===== config.mk =====
export PLATFORM = sky130hd
export DESIGN_NAME = wdt_top
export DESIGN_NICKNAME = d
export VERILOG_FILES = /design/src/verilog/wdt_pkg.sv /design/src/verilog/wdt_top.sv
export SDC_FILE = /design/constraint.sdc
export NUM_CORES = 1
export LEC_CHECK = 0
export ABC_AREA = 1
export BUFFER_PORTS_ARGS = -buffer_cell sky130_fd_sc_hd__buf_2
export CAP_MARGIN = 5
export CORE_AREA = 5 5 112 114
export CTS_BUF_LIST = sky130_fd_sc_hd__clkbuf_2
export DETAILED_ROUTE_END_ITERATION = 8
export DIE_AREA = 0 0 117 119
export GPL_ROUTABILITY_DRIVEN = 0
export HOLD_SLACK_MARGIN = 0.06
export PLACE_DENSITY = 0.8
export SKIP_CTS_REPAIR_TIMING = 1
export SYNTH_ARGS = -nofsm -noshare
export SYNTH_HDL_FRONTEND = slang
export SYNTH_SLANG_ARGS = --single-unit
export TNS_END_PERCENT = 20

===== constraint.sdc =====
create_clock -name clk -period 6.47 [get_ports clk]
set_input_delay 0.9705 -clock clk [delete_from_list [all_inputs] [get_ports clk]]
set_output_delay 0.9705 -clock clk [all_outputs]
set_load 0.05 [all_outputs]

===== src/verilog/wdt_pkg.sv =====
// Package with register map, field positions and reset values of the two-stage watchdog.
package wdt_pkg;

    // ------------------------------------------------------------
    // Register offsets
    // ------------------------------------------------------------
    localparam logic [7:0] WDT_LOAD_OFS   = 8'h00;
    localparam logic [7:0] WDT_VALUE_OFS  = 8'h04;
    localparam logic [7:0] WDT_CTRL_OFS   = 8'h08;
    localparam logic [7:0] WDT_ICLR_OFS   = 8'h0C;
    localparam logic [7:0] WDT_RIS_OFS    = 8'h10;
    localparam logic [7:0] WDT_MIS_OFS    = 8'h14;
    localparam logic [7:0] WDT_LOCK_OFS   = 8'h18;
    localparam logic [7:0] WDT_STATUS_OFS = 8'h1C;
    localparam logic [7:0] WDT_INTEN_OFS  = 8'h20;

    // ------------------------------------------------------------
    // Field positions of the control register
    // ------------------------------------------------------------
    localparam int WDT_CTRL_RUN_BIT   = 0;
    localparam int WDT_CTRL_RESET_BIT = 1;
    localparam int WDT_CTRL_STALL_BIT = 2;

    // ------------------------------------------------------------
    // Values
    // ------------------------------------------------------------
    localparam logic [31:0] WDT_UNLOCK_KEY  = 32'h1ACC_E551;
    localparam logic [31:0] WDT_LOAD_RESET  = 32'hFFFF_FFFF;
    localparam logic [31:0] WDT_ZERO        = 32'h0000_0000;
    localparam logic [31:0] WDT_ONE         = 32'h0000_0001;

    typedef struct packed {
        logic [7:0]  addr;
        logic [31:0] wdata;
        logic        wr;
        logic        rd;
    } wdt_bus_t;

    typedef enum logic [1:0] {
        WDT_IDLE   = 2'b00,
        WDT_ARMED  = 2'b01,
        WDT_FIRED  = 2'b10
    } wdt_state_t;

endpackage


===== src/verilog/wdt_top.sv =====
// Two-stage watchdog timer with register port and interrupt output.
`timescale 1ns/10ps
module wdt_top
    import wdt_pkg::*;
(
    input  wire logic        clk,       // System clock.
    input  wire logic        rst,       // Asynchronous reset, active high.
    input  wire wdt_bus_t    bus,       // Register request.
    input  wire logic        dbg_halt,  // Processor halted by debugger.
    output logic      [31:0] rdata,     // Read data, one cycle after read.
    output logic             irq,       // Interrupt level.
    output logic             sys_reset  // System reset, sticky until rst.
);

    // ------------------------------------------------------------
    // State
    // ------------------------------------------------------------
    logic [31:0] load_val;
    logic [31:0] count;
    logic        run;
    logic        int_en;
    logic        reset_en;
    logic        stall_en;
    logic        locked;
    logic        raw_int;
    wdt_state_t  state;

    logic        wr_load;
    logic        wr_ctrl;
    logic        wr_inten;
    logic        wr_clr;
    logic        wr_lock;
    logic        tick;
    logic        at_zero;
    logic        set_int;
    logic        next_irq;
    logic        next_raw_int;
    logic        next_int_en;
    logic        fire;

    assign wr_load  = bus.wr && bus.addr == WDT_LOAD_OFS && !locked;
    assign wr_ctrl  = bus.wr && bus.addr == WDT_CTRL_OFS && !locked;
    assign wr_inten = bus.wr && bus.addr == WDT_INTEN_OFS && !locked;
    assign wr_clr   = bus.wr && bus.addr == WDT_ICLR_OFS;
    assign wr_lock  = bus.wr && bus.addr == WDT_LOCK_OFS;
    assign tick     = run && !(stall_en && dbg_halt);
    assign at_zero  = tick && count == WDT_ZERO && !wr_load;
    // A zero load value fires immediately, even before counting starts.
    assign set_int  = at_zero || (wr_load && bus.wdata == WDT_ZERO);
    // A clear only wins against a source that is not setting again.
    assign next_raw_int = set_int || (raw_int && !wr_clr);
    assign next_int_en  = int_en || (wr_ctrl && bus.wdata[WDT_CTRL_RUN_BIT]) || (wr_inten && bus.wdata[0]);
    // The output follows the next masked status, so it never lags the status bits by a cycle.
    assign next_irq = next_raw_int && next_int_en;
    // A clear in the same cycle as the zero counts as servicing in time.
    assign fire     = at_zero && raw_int && reset_en && !wr_clr;

    // ------------------------------------------------------------
    // Configuration
    // ------------------------------------------------------------
    always_ff @(posedge clk or posedge rst)
    begin
        if (rst)
        begin
            load_val <= WDT_LOAD_RESET;
            run      <= 1'b0;
            reset_en <= 1'b0;
            stall_en <= 1'b0;
            int_en   <= 1'b0;
        end
        else
        begin
            if (wr_load)
                load_val <= bus.wdata;
            if (wr_ctrl)
            begin
                // Enable is sticky: only reset stops a running watchdog.
                run      <= run | bus.wdata[WDT_CTRL_RUN_BIT];
                reset_en <= bus.wdata[WDT_CTRL_RESET_BIT];
                stall_en <= bus.wdata[WDT_CTRL_STALL_BIT];
                if (bus.wdata[WDT_CTRL_RUN_BIT])
                    int_en <= 1'b1;
            end
            else if (wr_inten && bus.wdata[0])
                int_en <= 1'b1;
        end
    end

    en_arms_a: assert property (@(posedge clk) disable iff (rst)
        (wr_ctrl && bus.wdata[WDT_CTRL_RUN_BIT])
        |=> (run && int_en))
        else $error("enable did not arm");

    run_hold_a: assert property (@(posedge clk) disable iff (rst)
        run
        |=> run)
        else $error("running watchdog stopped");

    rst_en_wr_a: assert property (@(posedge clk) disable iff (rst)
        wr_ctrl
        |=> reset_en == $past(bus.wdata[WDT_CTRL_RESET_BIT]))
        else $error("reset enable write lost");

    stall_wr_a: assert property (@(posedge clk) disable iff (rst)
        wr_ctrl
        |=> stall_en == $past(bus.wdata[WDT_CTRL_STALL_BIT]))
        else $error("stall enable write lost");

    inten_set_a: assert property (@(posedge clk) disable iff (rst)
        (wr_inten && bus.wdata[0])
        |=> int_en)
        else $error("interrupt enable write lost");

    lock_hold_a: assert property (@(posedge clk) disable iff (rst)
        (bus.wr && locked && bus.addr == WDT_LOAD_OFS)
        |=> $stable(load_val))
        else $error("locked write took");

    lock_ctrl_a: assert property (@(posedge clk) disable iff (rst)
        (bus.wr && locked && bus.addr == WDT_CTRL_OFS)
        |=> ($stable(run) && $stable(reset_en) && $stable(stall_en) && $stable(int_en)))
        else $error("locked control write took");

    lock_inten_a: assert property (@(posedge clk) disable iff (rst)
        (bus.wr && locked && bus.addr == WDT_INTEN_OFS)
        |=> $stable(int_en))
        else $error("locked enable write took");

    load_imm_a: assert property (@(posedge clk) disable iff (rst)
        wr_load
        |=> (count == $past(bus.wdata) && load_val == $past(bus.wdata)))
        else $error("load lost");

    // ------------------------------------------------------------
    // Lock
    // ------------------------------------------------------------
    always_ff @(posedge clk or posedge rst)
    begin
        if (rst)
            locked <= 1'b0;
        else if (wr_lock)
            locked <= (bus.wdata != WDT_UNLOCK_KEY);
    end

    lock_set_a: assert property (@(posedge clk) disable iff (rst)
        (wr_lock && bus.wdata != WDT_UNLOCK_KEY)
        |=> locked)
        else $error("lock write did not lock");

    unlock_a: assert property (@(posedge clk) disable iff (rst)
        (wr_lock && bus.wdata == WDT_UNLOCK_KEY)
        |=> !locked)
        else $error("key did not unlock");

    lock_keep_a: assert property (@(posedge clk) disable iff (rst)
        !wr_lock
        |=> $stable(locked))
        else $error("lock changed without write");

    // ------------------------------------------------------------
    // Counter
    // ------------------------------------------------------------
    always_ff @(posedge clk or posedge rst)
    begin
        if (rst)
            count <= WDT_LOAD_RESET;
        else if (wr_load)
            count <= bus.wdata;
        else if (wr_ctrl && bus.wdata[WDT_CTRL_RUN_BIT] && !run)
            count <= load_val;
        else if (wr_clr && tick)
            count <= load_val;
        else if (at_zero)
            count <= load_val;
        else if (tick)
            count <= count - WDT_ONE;
    end

    reload_zero_a: assert property (@(posedge clk) disable iff (rst)
        at_zero
        |=> count == $past(load_val))
        else $error("no reload after zero");

    start_load_a: assert property (@(posedge clk) disable iff (rst)
        (wr_ctrl && bus.wdata[WDT_CTRL_RUN_BIT] && !run)
        |=> count == $past(load_val))
        else $error("enable did not start from load value");

    clr_reload_a: assert property (@(posedge clk) disable iff (rst)
        (wr_clr && tick)
        |=> count == $past(load_val))
        else $error("clear did not reload");

    count_dec_a: assert property (@(posedge clk) disable iff (rst)
        (tick && count != WDT_ZERO && !bus.wr)
        |=> count == $past(count) - WDT_ONE)
        else $error("counter did not decrement");

    stall_a: assert property (@(posedge clk) disable iff (rst)
        (run && stall_en && dbg_halt && !bus.wr)
        |=> $stable(count))
        else $error("count moved in stall");

    idle_hold_a: assert property (@(posedge clk) disable iff (rst)
        (!run && !bus.wr)
        |=> $stable(count))
        else $error("count moved while stopped");

    // ------------------------------------------------------------
    // Timeout sequencing and interrupt
    // ------------------------------------------------------------
    always_ff @(posedge clk or posedge rst)
    begin
        if (rst)
        begin
            raw_int <= 1'b0;
            state   <= WDT_IDLE;
        end
        else
        begin
            // A new timeout in the clear cycle keeps the flag set.
            if (set_int)
                raw_int <= 1'b1;
            else if (wr_clr)
                raw_int <= 1'b0;
            case (state)
                WDT_IDLE:
                begin
                    if (fire)
                        state <= WDT_FIRED;
                    else if (run)
                        state <= WDT_ARMED;
                end
                WDT_ARMED:
                begin
                    if (fire)
                        state <= WDT_FIRED;
                end
                WDT_FIRED: state <= WDT_FIRED;
                default:   state <= WDT_IDLE;
            endcase
        end
    end

    int_first_a: assert property (@(posedge clk) disable iff (rst)
        at_zero
        |=> raw_int)
        else $error("timeout did not set interrupt");

    zero_load_a: assert property (@(posedge clk) disable iff (rst)
        (wr_load && bus.wdata == WDT_ZERO)
        |=> raw_int)
        else $error("zero load no interrupt");

    clr_int_a: assert property (@(posedge clk) disable iff (rst)
        (wr_clr && !set_int)
        |=> !raw_int)
        else $error("clear ignored");

    always_ff @(posedge clk or posedge rst)
    begin
        if (rst)
        begin
            sys_reset <= 1'b0;
            irq       <= 1'b0;
        end
        else
        begin
            if (fire)
                sys_reset <= 1'b1;
            irq <= next_irq;
        end
    end

    second_rst_a: assert property (@(posedge clk) disable iff (rst)
        (at_zero && raw_int && reset_en && !wr_clr)
        |=> sys_reset)
        else $error("reset missed");

    no_rst_a: assert property (@(posedge clk) disable iff (rst)
        (!$past(reset_en) && !$past(sys_reset))
        |-> !sys_reset)
        else $error("reset while disabled");

    rst_hold_a: assert property (@(posedge clk) disable iff (rst)
        sys_reset
        |=> sys_reset)
        else $error("system reset dropped");

    fired_state_a: assert property (@(posedge clk) disable iff (rst)
        sys_reset == (state == WDT_FIRED))
        else $error("reset output and sequencer disagree");

    irq_mask_a: assert property (@(posedge clk) disable iff (rst)
        irq == (raw_int && int_en))
        else $error("irq not masked status");

    // ------------------------------------------------------------
    // Read path
    // ------------------------------------------------------------
    always_ff @(posedge clk or posedge rst)
    begin
        if (rst)
            rdata <= WDT_ZERO;
        else if (bus.rd)
        begin
            case (bus.addr)
                WDT_LOAD_OFS:   rdata <= load_val;
                WDT_VALUE_OFS:  rdata <= count;
                WDT_CTRL_OFS:   rdata <= {29'h0000_0000, stall_en, reset_en, run};
                WDT_RIS_OFS:    rdata <= {31'h0000_0000, raw_int};
                WDT_MIS_OFS:    rdata <= {31'h0000_0000, raw_int && int_en};
                WDT_LOCK_OFS:   rdata <= {31'h0000_0000, locked};
                WDT_STATUS_OFS: rdata <= {31'h0000_0000, sys_reset};
                WDT_INTEN_OFS:  rdata <= {31'h0000_0000, int_en};
                default:        rdata <= WDT_ZERO;
            endcase
        end
        else
            rdata <= WDT_ZERO;
    end

    rd_load_a: assert property (@(posedge clk) disable iff (rst)
        (bus.rd && bus.addr == WDT_LOAD_OFS)
        |=> rdata == $past(load_val))
        else $error("load value read back wrong");

    rd_value_a: assert property (@(posedge clk) disable iff (rst)
        (bus.rd && bus.addr == WDT_VALUE_OFS)
        |=> rdata == $past(count))
        else $error("counter read back wrong");

    rd_status_a: assert property (@(posedge clk) disable iff (rst)
        (bus.rd && bus.addr == WDT_RIS_OFS)
        |=> rdata == {31'h0000_0000, $past(raw_int)})
        else $error("raw status read back wrong");

    rd_masked_a: assert property (@(posedge clk) disable iff (rst)
        (bus.rd && bus.addr == WDT_MIS_OFS)
        |=> rdata == {31'h0000_0000, $past(raw_int && int_en)})
        else $error("masked status read back wrong");

    rd_lock_a: assert property (@(posedge clk) disable iff (rst)
        (bus.rd && bus.addr == WDT_LOCK_OFS)
        |=> rdata == {31'h0000_0000, $past(locked)})
        else $error("lock state read back wrong");

endmodule // wdt_top

==> Word-level counts from Yosys, hierarchy flattened <==
Cells that the tools add are included.
{ "classes": {"add_sub_neg": 1, "eq_ne": 10, "muxes": 12, "bitwise": 1, "reduce_logical": 39} }
{ "op_table": {"columns": ["cell", "count"], "rows": [
  ["case mux 32 bit (8 select lines)", 1],
  ["two-way mux 32 bit", 6],
  ["zero test 32 bit", 2],
  ["equality test 8 x 5 -> 1 bit, second input constant", 4],
  ["!= test 32 x 29 -> 1 bit, second input constant", 1],
  ["subtractor 32 x 1 -> 32 bit, second input constant", 1],
  ["logical AND 1 bit", 23],
  ["equality test 8 x 4 -> 1 bit, second input constant", 2],
  ["equality test 8 x 3 -> 1 bit, second input constant", 1],
  ["equality test 8 x 6 -> 1 bit, second input constant", 1],
  ["zero test 8 bit", 1],
  ["zero test 1 bit", 5],
  ["two-way mux 1 bit", 5],
  ["nonzero test 5 bit", 1],
  ["logical OR 1 bit", 4],
  ["nonzero test 2 bit", 2],
  ["!= test 2 bit, second input constant", 1],
  ["AND reduction 2 bit", 1],
  ["OR 1 bit", 1]
]} }
{ "word_totals": {"register_bits": 104, "inputBits": 45, "elab_cells": 74} }

==> Longest topological paths before layout <==
Gate-level depths: netlist of the first run.
{ "logic_depth": {"ltp_word": 9, "ltp_mapped": 14, "mapped_depth_nobuf": 13} }

==> Worst setup path before layout of the first run <==
Ideal clock, no wire load.
{ "synth_path": {"path_kind": "input to register", "from": "input port bus[41] (netlist bit)", "to": "register load_val[20]", "setup_ps": 85, "arrival_ps": 2101, "required_ps": 6385, "slack_ps": 4284, "stages": 7, "path_buffers": 2, "cell_sequence": "nor2_2 > nand2_2 > nor2_4 > nand3_4 > buf_4 > buf_6 > mux2_1"} }
{ "synth_between": {"elab_chain_len": 3} }
{ "synth_rtl": {"columns": ["element", "line_no", "rtl"], "rows": [
  ["from (decl)", "wdt_top.sv:8", "input wire wdt_bus_t bus,"],
  ["zero test 8 bit", "wdt_top.sv:41", "assign wr_load = bus.wr && bus.addr == WDT_LOAD_OFS && !locked;"],
  ["logical AND 1 bit (2 in a row)", "wdt_top.sv:41", null],
  ["to (signal assigned)", "wdt_top.sv:74", "load_val <= bus.wdata;"],
  ["to (decl)", "wdt_top.sv:18", "logic [31:0] load_val;"]
]} }
No other way between the ends.
A chain may end at the register's enable or synchronous reset.

==> Worst setup path in the final report of the first run <==
{ "layout_path": {"from": "input port bus[39] (netlist bit)", "to": "register count[17]"} }
{ "layout_between": {"elab_chain_len": 9, "elab_cells_between_ends": 18, "cone_classes": "eq/ne (2); mux (4); reduce/logical (12)"} }
{ "layout_rtl": {"columns": ["element", "line_no", "rtl"], "rows": [
  ["zero test 8 bit", "wdt_top.sv:41", null],
  ["logical AND 1 bit (2 in a row)", "wdt_top.sv:41", null],
  ["zero test 1 bit", "wdt_top.sv:47", "assign at_zero = tick && count == WDT_ZERO && !wr_load;"],
  ["logical AND 1 bit", "wdt_top.sv:47", null],
  ["two-way mux 32 bit", "wdt_top.sv:173", "else if (at_zero)"],
  ["two-way mux 32 bit", "wdt_top.sv:171", "else if (wr_clr && tick)"],
  ["two-way mux 32 bit", "wdt_top.sv:169", "else if (wr_ctrl && bus.wdata[WDT_CTRL_RUN_BIT] && !run)"],
  ["two-way mux 32 bit", "wdt_top.sv:167", "else if (wr_load)"],
  ["to (signal assigned)", "wdt_top.sv:168", "count <= bus.wdata;"],
  ["to (signal assigned)", "wdt_top.sv:170", "count <= load_val;"],
  ["to (signal assigned)", "wdt_top.sv:172", "count <= load_val;"],
  ["to (decl)", "wdt_top.sv:19", "logic [31:0] count;"]
]} }
Several ways; a longest one is shown, not always the timed one.

==> results of run 1 <==
[cell families after synthesis]
kind of cell | after synthesis | share of synthesized area
adders and majority gates | 1 | 0.002057
xor gates and xnor gates | 19 | 0.02736
muxes | 3 | 0.005554
and+or+nand+nor | 502 | 0.3549
buffers and inverters | 115 | 0.08352
DFF | 104 | 0.4411
AOI/OAI and AO/OA | 97 | 0.08558
[cell type report]
| cell class | count | area, um^2 |
|---|---|---|
| Multi-Input combinational cell | 622 | 2892 |
| Clock inverter | 3 | 11.26 |
| Inverter | 82 | 310.3 |
| Sequential cell | 104 | 2683 |
| Clock buffer | 13 | 65.06 |
| Timing Repair Buffer | 81 | 412.9 |
| Antenna cell | 1 | 2.502 |
| Fill cell | 1110 | 4766 |
| Tap cell | 143 | 178.9 |
[registers in the layout (all words and copies together) (netlist names)]
name / flops
count: 32
load_val: 32
rdata: 32
int_en: 1
irq: 1
locked: 1
raw_int: 1
reset_en: 1
run: 1
stall_en: 1
sys_reset: 1
[cell usage in the layout (no fill, tap or decap), drive strengths merged, types with 13 or more instances in the layout]
cell type    n
a21oi       53
buf         81
clkbuf      13
dfrtp       40
dfstp       64
inv         82
nand2      264
nand3       60
nand4       26
nor2       141
o21ai       29
xor2        17
[critical path, stage by stage]
cell and delay (ps):
buf_2 110, nor2_1 170, nand2_2 120, nor2_4 690, nand3_4 130, buf_4 380
inv_2 670, nand2_1 160, nand3_1 140, nand2_1 80, o21ai_1 80, nand2_1 90
nand2_1 90
[where the power goes]
part	internal [mW]	switching, mW	total [mW]
logic	0.115	0.196	0.310
registers	0.731	0.0696	0.801
clock network	0.0535	0.212	0.265
[stage by stage]
stage / hold slack, ps / setup WS, ps
global route: 447.7 / 2856
CTS: 409.3 / 3192
floorplan: 453.2 / 2873
detailed placement: 480.3 / 2577
finish: 390.7 / 3093
global placement: 473.5 / 2668
[routing by layer]
metal	part of all wire	wire, um	global-route usage	up-vias
met1	0.43	6934	0.3292	2712
li1	-	-	-	2786
met5	0.00043	7	0	-
met4	0.025	399	0.08817	2
met2	0.47	7660	0.3777	211
met3	0.071	1148	0.04361	35
[how the worst max path moves through the flow]
stage	cells after the start	end	slack, ps	startpoint
global placement	13	count[17]	2670	bus[41]
floorplan	1	int_en	2870	rst
finish	13	count[17]	3090	bus[39]
detailed placement	13	count[17]	2580	bus[39]
CTS	13	count[17]	3190	bus[39]
global route	13	count[17]	2860	bus[39]
==> run metrics, run 1 <==
Req. time, crit path=approximately 7000 ps; CP Class=input port to flop; vias post-DR=between 5000 and 6000; DRT Wirelength=between 15000 and 20000 um; Max clock buf depth=2; reg2reg setup slack=around 3600 ps; vias per cell=between 5 and 6; layout net count=~950; Clock Pin Slew Worst Setup and Hold Paths=around 290 ps; RR Endpoint=count[29]; Final Hold Fails=0; top-area cell type share of the netlist area=0.2765; status=completed; CP Launch Type=input port; Pre-antenna DRT Iters=5; H-tree levels=3; synth cell count leaders=nand2_1 (259), nor2_1 (131), inv_1 (78); total CTS buffers=9; # DRC=0; fin area=roughly 6600 um^2; average routed wire per standard cell=15.39 um; placed cells=1032; synth unique cells=39; arrival time worst endpoint=3930 ps; RSZ-0062 raised after global routing=false; layout cells sized above 1=0.2044; antenna-violating nets left=0; Crit. End Element=flop; Netlist Area Pre-Place=6082 um^2; Pwr Density=roughly 210 nW/um^2; count leader, synth=nand2_1; initial antenna violation count=2; Core Util, Final=0.5790; Initial Util=0.5372; final max-slew violation count=0; Synth-to-Final Area Change=7.776%; Tot Pwr=about 1.4 mW; Top Ports=79; post-synthesis sequential area ratio=0.4411; Synth Flop Type=dfstp_2; Detailed Place HPWL=11060 um; CTS tree=done; period utilization=0.5220; Finished Layout Cells=around 1000; largest net degree at the start of global routing=58; min cycle time layout=between 3000 and 4000 ps; largest area contributor in the synthesized netlist=dfstp_2; initial DRC count=between 500 and 600; Max-Cap Viols=0; Worst-Margin Slew=~1100 ps; Leak=3.413 nW; Post-synth EDFFs=0; Placeable Area=11320 um^2; Mapped Cells=between 800 and 900; Reg2Reg Launch Point=count[0]; clock sink total=~100; placement-stage cell area=6476 um^2; GRT Resource Usage Total=0.2397; R2R depth=13; Die Height=between 100 and 150 um; critical path peak fanout=57; Clock Latency Late Sink=620 ps; Chip Width=roughly 120 um; clock tree root driver cell=clkbuf_2; Yosys Warn Count=0; syn_area_per_cell=7.232 um^2; final setup fails=0; row count=39; vias in the first global route=between 5000 and 6000; Die ar.=roughly 14000 um^2; Hold Path Class=input port to async pin; Syn Nets=between 800 and 900; post-route setup TNS=0 ps; VDD IR max=~98 uV; GRT overflow=0; Rel. slew slack=0.2427; Async S/R FF share, synth=1.000; number of port buffers=78; Max Clk Rate=about 300 MHz; Area contributors post-synth=dfstp_2 (28%), dfrtp_1 (16%), nand2_1 (16%), nor2_1 (8.1%), inv_1 (4.8%); skew final=approximately 47 ps; register bit total from synthesis=around 100; first-pass GRT wire length=between 20000 and 30000 um
Note: power is estimated with default switching activity, not from simulation.
==> inputs of run 2 (changes only) <==
--- a/config.mk
+++ b/config.mk
@@ -5,16 +5,16 @@
 export SDC_FILE = /design/constraint.sdc
 export NUM_CORES = 1
 export LEC_CHECK = 0
-export ABC_AREA = 1
+export ABC_AREA = 0
 export BUFFER_PORTS_ARGS = -buffer_cell sky130_fd_sc_hd__buf_2
 export CAP_MARGIN = 5
-export CORE_AREA = 5 5 112 114
+export CORE_AREA = 5 5 107 109
 export CTS_BUF_LIST = sky130_fd_sc_hd__clkbuf_2
 export DETAILED_ROUTE_END_ITERATION = 8
-export DIE_AREA = 0 0 117 119
+export DIE_AREA = 0 0 112 114
 export GPL_ROUTABILITY_DRIVEN = 0
 export HOLD_SLACK_MARGIN = 0.06
-export PLACE_DENSITY = 0.8
+export PLACE_DENSITY = 0.82
 export SKIP_CTS_REPAIR_TIMING = 1
 export SYNTH_ARGS = -nofsm -noshare
 export SYNTH_HDL_FRONTEND = slang
==> constraint.sdc (replaced) <==
create_clock -name clk -period 3 [get_ports clk]
set_input_delay 0.45 -clock clk [delete_from_list [all_inputs] [get_ports clk]]
set_output_delay 0.45 -clock clk [all_outputs]
set_load 0.05 [all_outputs]
==> run metrics, run 2 <==
Die ar.=12770 um^2 (was 13920 um^2); initial DRC count=609 (was 598); min cycle time layout=2889 ps; Req. time, crit path=3550 ps (was 7030 ps); skew final=40.05 ps (was 46.73 ps); post-synthesis sequential area ratio=0.4956 (was 0.4411); Max clock buf depth=2 (unchanged); Synth Area in Compound Gates=0.1630 (was 0.08558); RSZ-0062 raised after global routing=false (unchanged); Core Util, Final=0.6097 (was 0.5790); DRT Wirelength=16090 um (was 16150 um); met2 Usage GRT=0.3957 (was 0.3777); Post-synth EDFFs=0 (unchanged); antenna-violating nets left=0 (unchanged); initial antenna violation count=1 (was 2); vias per cell=6.288 (was 5.478); Top Ports=79 (unchanged); synthesized-area fraction occupied by adder cells=0.002312 (was 0.002057); Placeable Area=10510 um^2 (was 11320 um^2); Max-Cap Viols=0 (unchanged); Die Height=114 um (was 119 um); Final Hold Fails=0 (unchanged); total CTS buffers=9 (unchanged); Max Clk Rate=346.2 MHz; GRT Resource Usage Total=0.2524 (was 0.2397); placement-stage cell area=6031 um^2 (was 6476 um^2); largest family of logic cells by synthesized area=simple AND/OR/NAND/NOR gates (unchanged); Netlist Area Pre-Place=5413 um^2 (was 6082 um^2); CP Class=flop to flop (was input port to flop); RR Endpoint=count[29] (unchanged); slowest stage delay, CP=610 ps (was 690 ps); pre-CTS WS=78.20 ps (was 2577 ps); grt peak-use layer=met2 (unchanged); synth unique cells=58 (was 39); Chip Width=112 um (was 117 um); Clock Pin Slew Worst Setup and Hold Paths=290 ps (about the same); arrival time worst endpoint=3440 ps (was 3930 ps); layout net count=745 (was 946); simple-gate share of the synthesized area=0.2575 (was 0.3549); Yosys Warn Count=0 (unchanged); critical path peak fanout=6 (was 57); register bit total from synthesis=104 (unchanged); # DRC=0 (unchanged); syn_area_per_cell=8.991 um^2 (was 7.232 um^2); commonest non-fill, non-tap cell in the layout=nand2_1 (unchanged); vias in the first global route=5144 (was 5538); largest net degree at the start of global routing=46 (was 58); Leak=2.871 nW (was 3.413 nW); number of port buffers=78 (unchanged); CP Launch Type=flop (was input port); post-route setup TNS=0 ps (unchanged); H-tree levels=3 (unchanged); Async S/R FF share, synth=1.000 (unchanged); Synth Flop Type=dfstp_2 (unchanged); largest area contributor in the synthesized netlist=dfstp_2 (unchanged); met1 Usage GRT=0.3268 (was 0.3292); crit-path cells=buf_4 > or4_1 > or4_4 > or2_1 > or4_1 > a21oi_1 > o32ai_1 (was buf_2 > nor2_1 > nand2_2 > nor2_4 > nand3_4 > buf_4 > inv_2 > nand2_1 > nand3_1 > nand2_1 > o21ai_1 > nand2_1 > nand2_1); GRT overflow=0 (unchanged); CTS tree=done (unchanged); Syn Nets=648 (was 887); Hold Path Class=input port to flop (was input port to async pin); row count=38 (was 39); R2R depth=7 (was 13); Rel. slew slack=0.3506 (was 0.2427); top-area cell type share of the netlist area=0.3107 (was 0.2765); Pre-antenna DRT Iters=9 (was 5); Initial Util=0.5151 (was 0.5372); Detailed Place HPWL=11450 um (was 11060 um); clock tree root driver cell=clkbuf_2 (unchanged); count leader, synth=nand2_1 (unchanged); final max-slew violation count=0 (unchanged); cell repeated most along the worst path=or4_1 (was nand2_1); XOR/XNOR share of the synthesized area=0.01780 (was 0.02736); Synth-to-Final Area Change=18.35% (was 7.776%); Mapped Cells=602 (was 841); reg2reg setup slack=110 ps (was 3610 ps); Area contributors post-synth=dfstp_2 (31%), dfrtp_1 (18%), nand2_1 (8.2%), a22oi_1 (4.6%), nor2_1 (3.7%) (was dfstp_2 (28%), dfrtp_1 (16%), nand2_1 (16%), nor2_1 (8.1%), inv_1 (4.8%)); vias post-DR=5313 (was 5746); final setup fails=0 (unchanged); most frequent cells in the layout=nand2_1 (118), buf_2 (78), dfstp_2 (64) (was nand2_1 (259), nor2_1 (131), buf_2 (78)); layout cells sized above 1=0.2997 (was 0.2044); # fillers=896 (was 1110); Regs by FF count=count (32), load_val (32), rdata (32) (unchanged); Reg2Reg Launch Point=count[0] (unchanged); fin area=6406 um^2 (was 6555 um^2); GR Util met3=0.06048 (was 0.04361); Pwr Density=452.6 nW/um^2 (was 210.0 nW/um^2); first-pass GRT wire length=26120 um (was 26690 um); clock sink total=104 (unchanged); synth cell count leaders=nand2_1 (118), dfstp_2 (64), nor2_1 (54) (was nand2_1 (259), nor2_1 (131), inv_1 (78)); period utilization=0.9629; Worst-Margin Slew=972.3 ps (was 1135 ps); hold depth=3; Hold Startpoint=bus[18]; Hold EP=load_val[16]; status=completed (unchanged); Clock Latency Late Sink=630 ps (was 620 ps); average routed wire per standard cell=19.04 um (was 15.39 um); mux cell area share after synthesis=0.02312 (was 0.005554); final worst slack=111.4 ps (was 3093 ps); Crit. End Element=flop (unchanged); VDD IR max=199.3 uV (was 97.78 uV); slowest CP cell=or4_1 (was nor2_4)
==> run 2: how the worst max path moves through the flow <==
stage | start | cells past startpoint | to
6_report | count[0] | 7 | count[29]
4_1_cts | count[0] | 9 | count[29]
3_3_place_gp | count[0] | 9 | count[30]
3_5_place_dp | count[0] | 9 | count[30]
2_1_floorplan | count[0] | 11 | count[0]
5_1_grt | count[0] | 7 | count[29]
==> run 2: through the flow <==
stage | hold slack, ps | power, mW | instances
4_1_cts | -105.0 | 2.849 | 821
2_1_floorplan | 442.1 | 2.034 | 602
3_5_place_dp | 460.5 | 2.203 | 805
6_report | 60.67 | 2.899 | 845
5_1_grt | 58.92 | 3.032 | 845
3_3_place_gp | 451.3 | 2.177 | 805
==> run 2: critical path, delay by kind of cell (launching register included) <==
kind	cells	cell delay, ps
buf+inv	1	130
flops	1	450
simple gates	4	1970
compound gates	2	270
==> run 2: area by class of cell <==
class,instances,area [um^2],area share
Sequential cell,104,2683,0.4187
Multi-Input combinational cell,444,2557,0.3992
Clock buffer,10,50.05,0.007813
Clock inverter,6,60.06,0.009375
Timing Repair Buffer,129,833.3,0.1301
Inverter,11,45.04,0.007031
Tap cell,140,175.2,0.02734
Antenna cell,1,2.502,0.0003906
==> run 2: power breakdown <==
| part | total [mW] | internal (mW) | switching [mW] |
|---|---|---|---|
| Combinational | 0.517 | 0.227 | 0.289 |
| Sequential | 1.73 | 1.58 | 0.146 |
| Clock | 0.656 | 0.191 | 0.465 |
==> run 2: kinds of logic after synthesis <==
family / after synthesis
mux: 12
flops: 104
xor+xnor: 11
compound gates: 129
fa+ha+maj: 1
simple gates: 291
buf+inv: 54
==> run 2: per-layer routing <==
layer | wire length, um | part of all wire
met1 | 6377 | 0.40
met2 | 7455 | 0.46
met3 | 1701 | 0.11
met4 | 555 | 0.034
met5 | 0 | 0
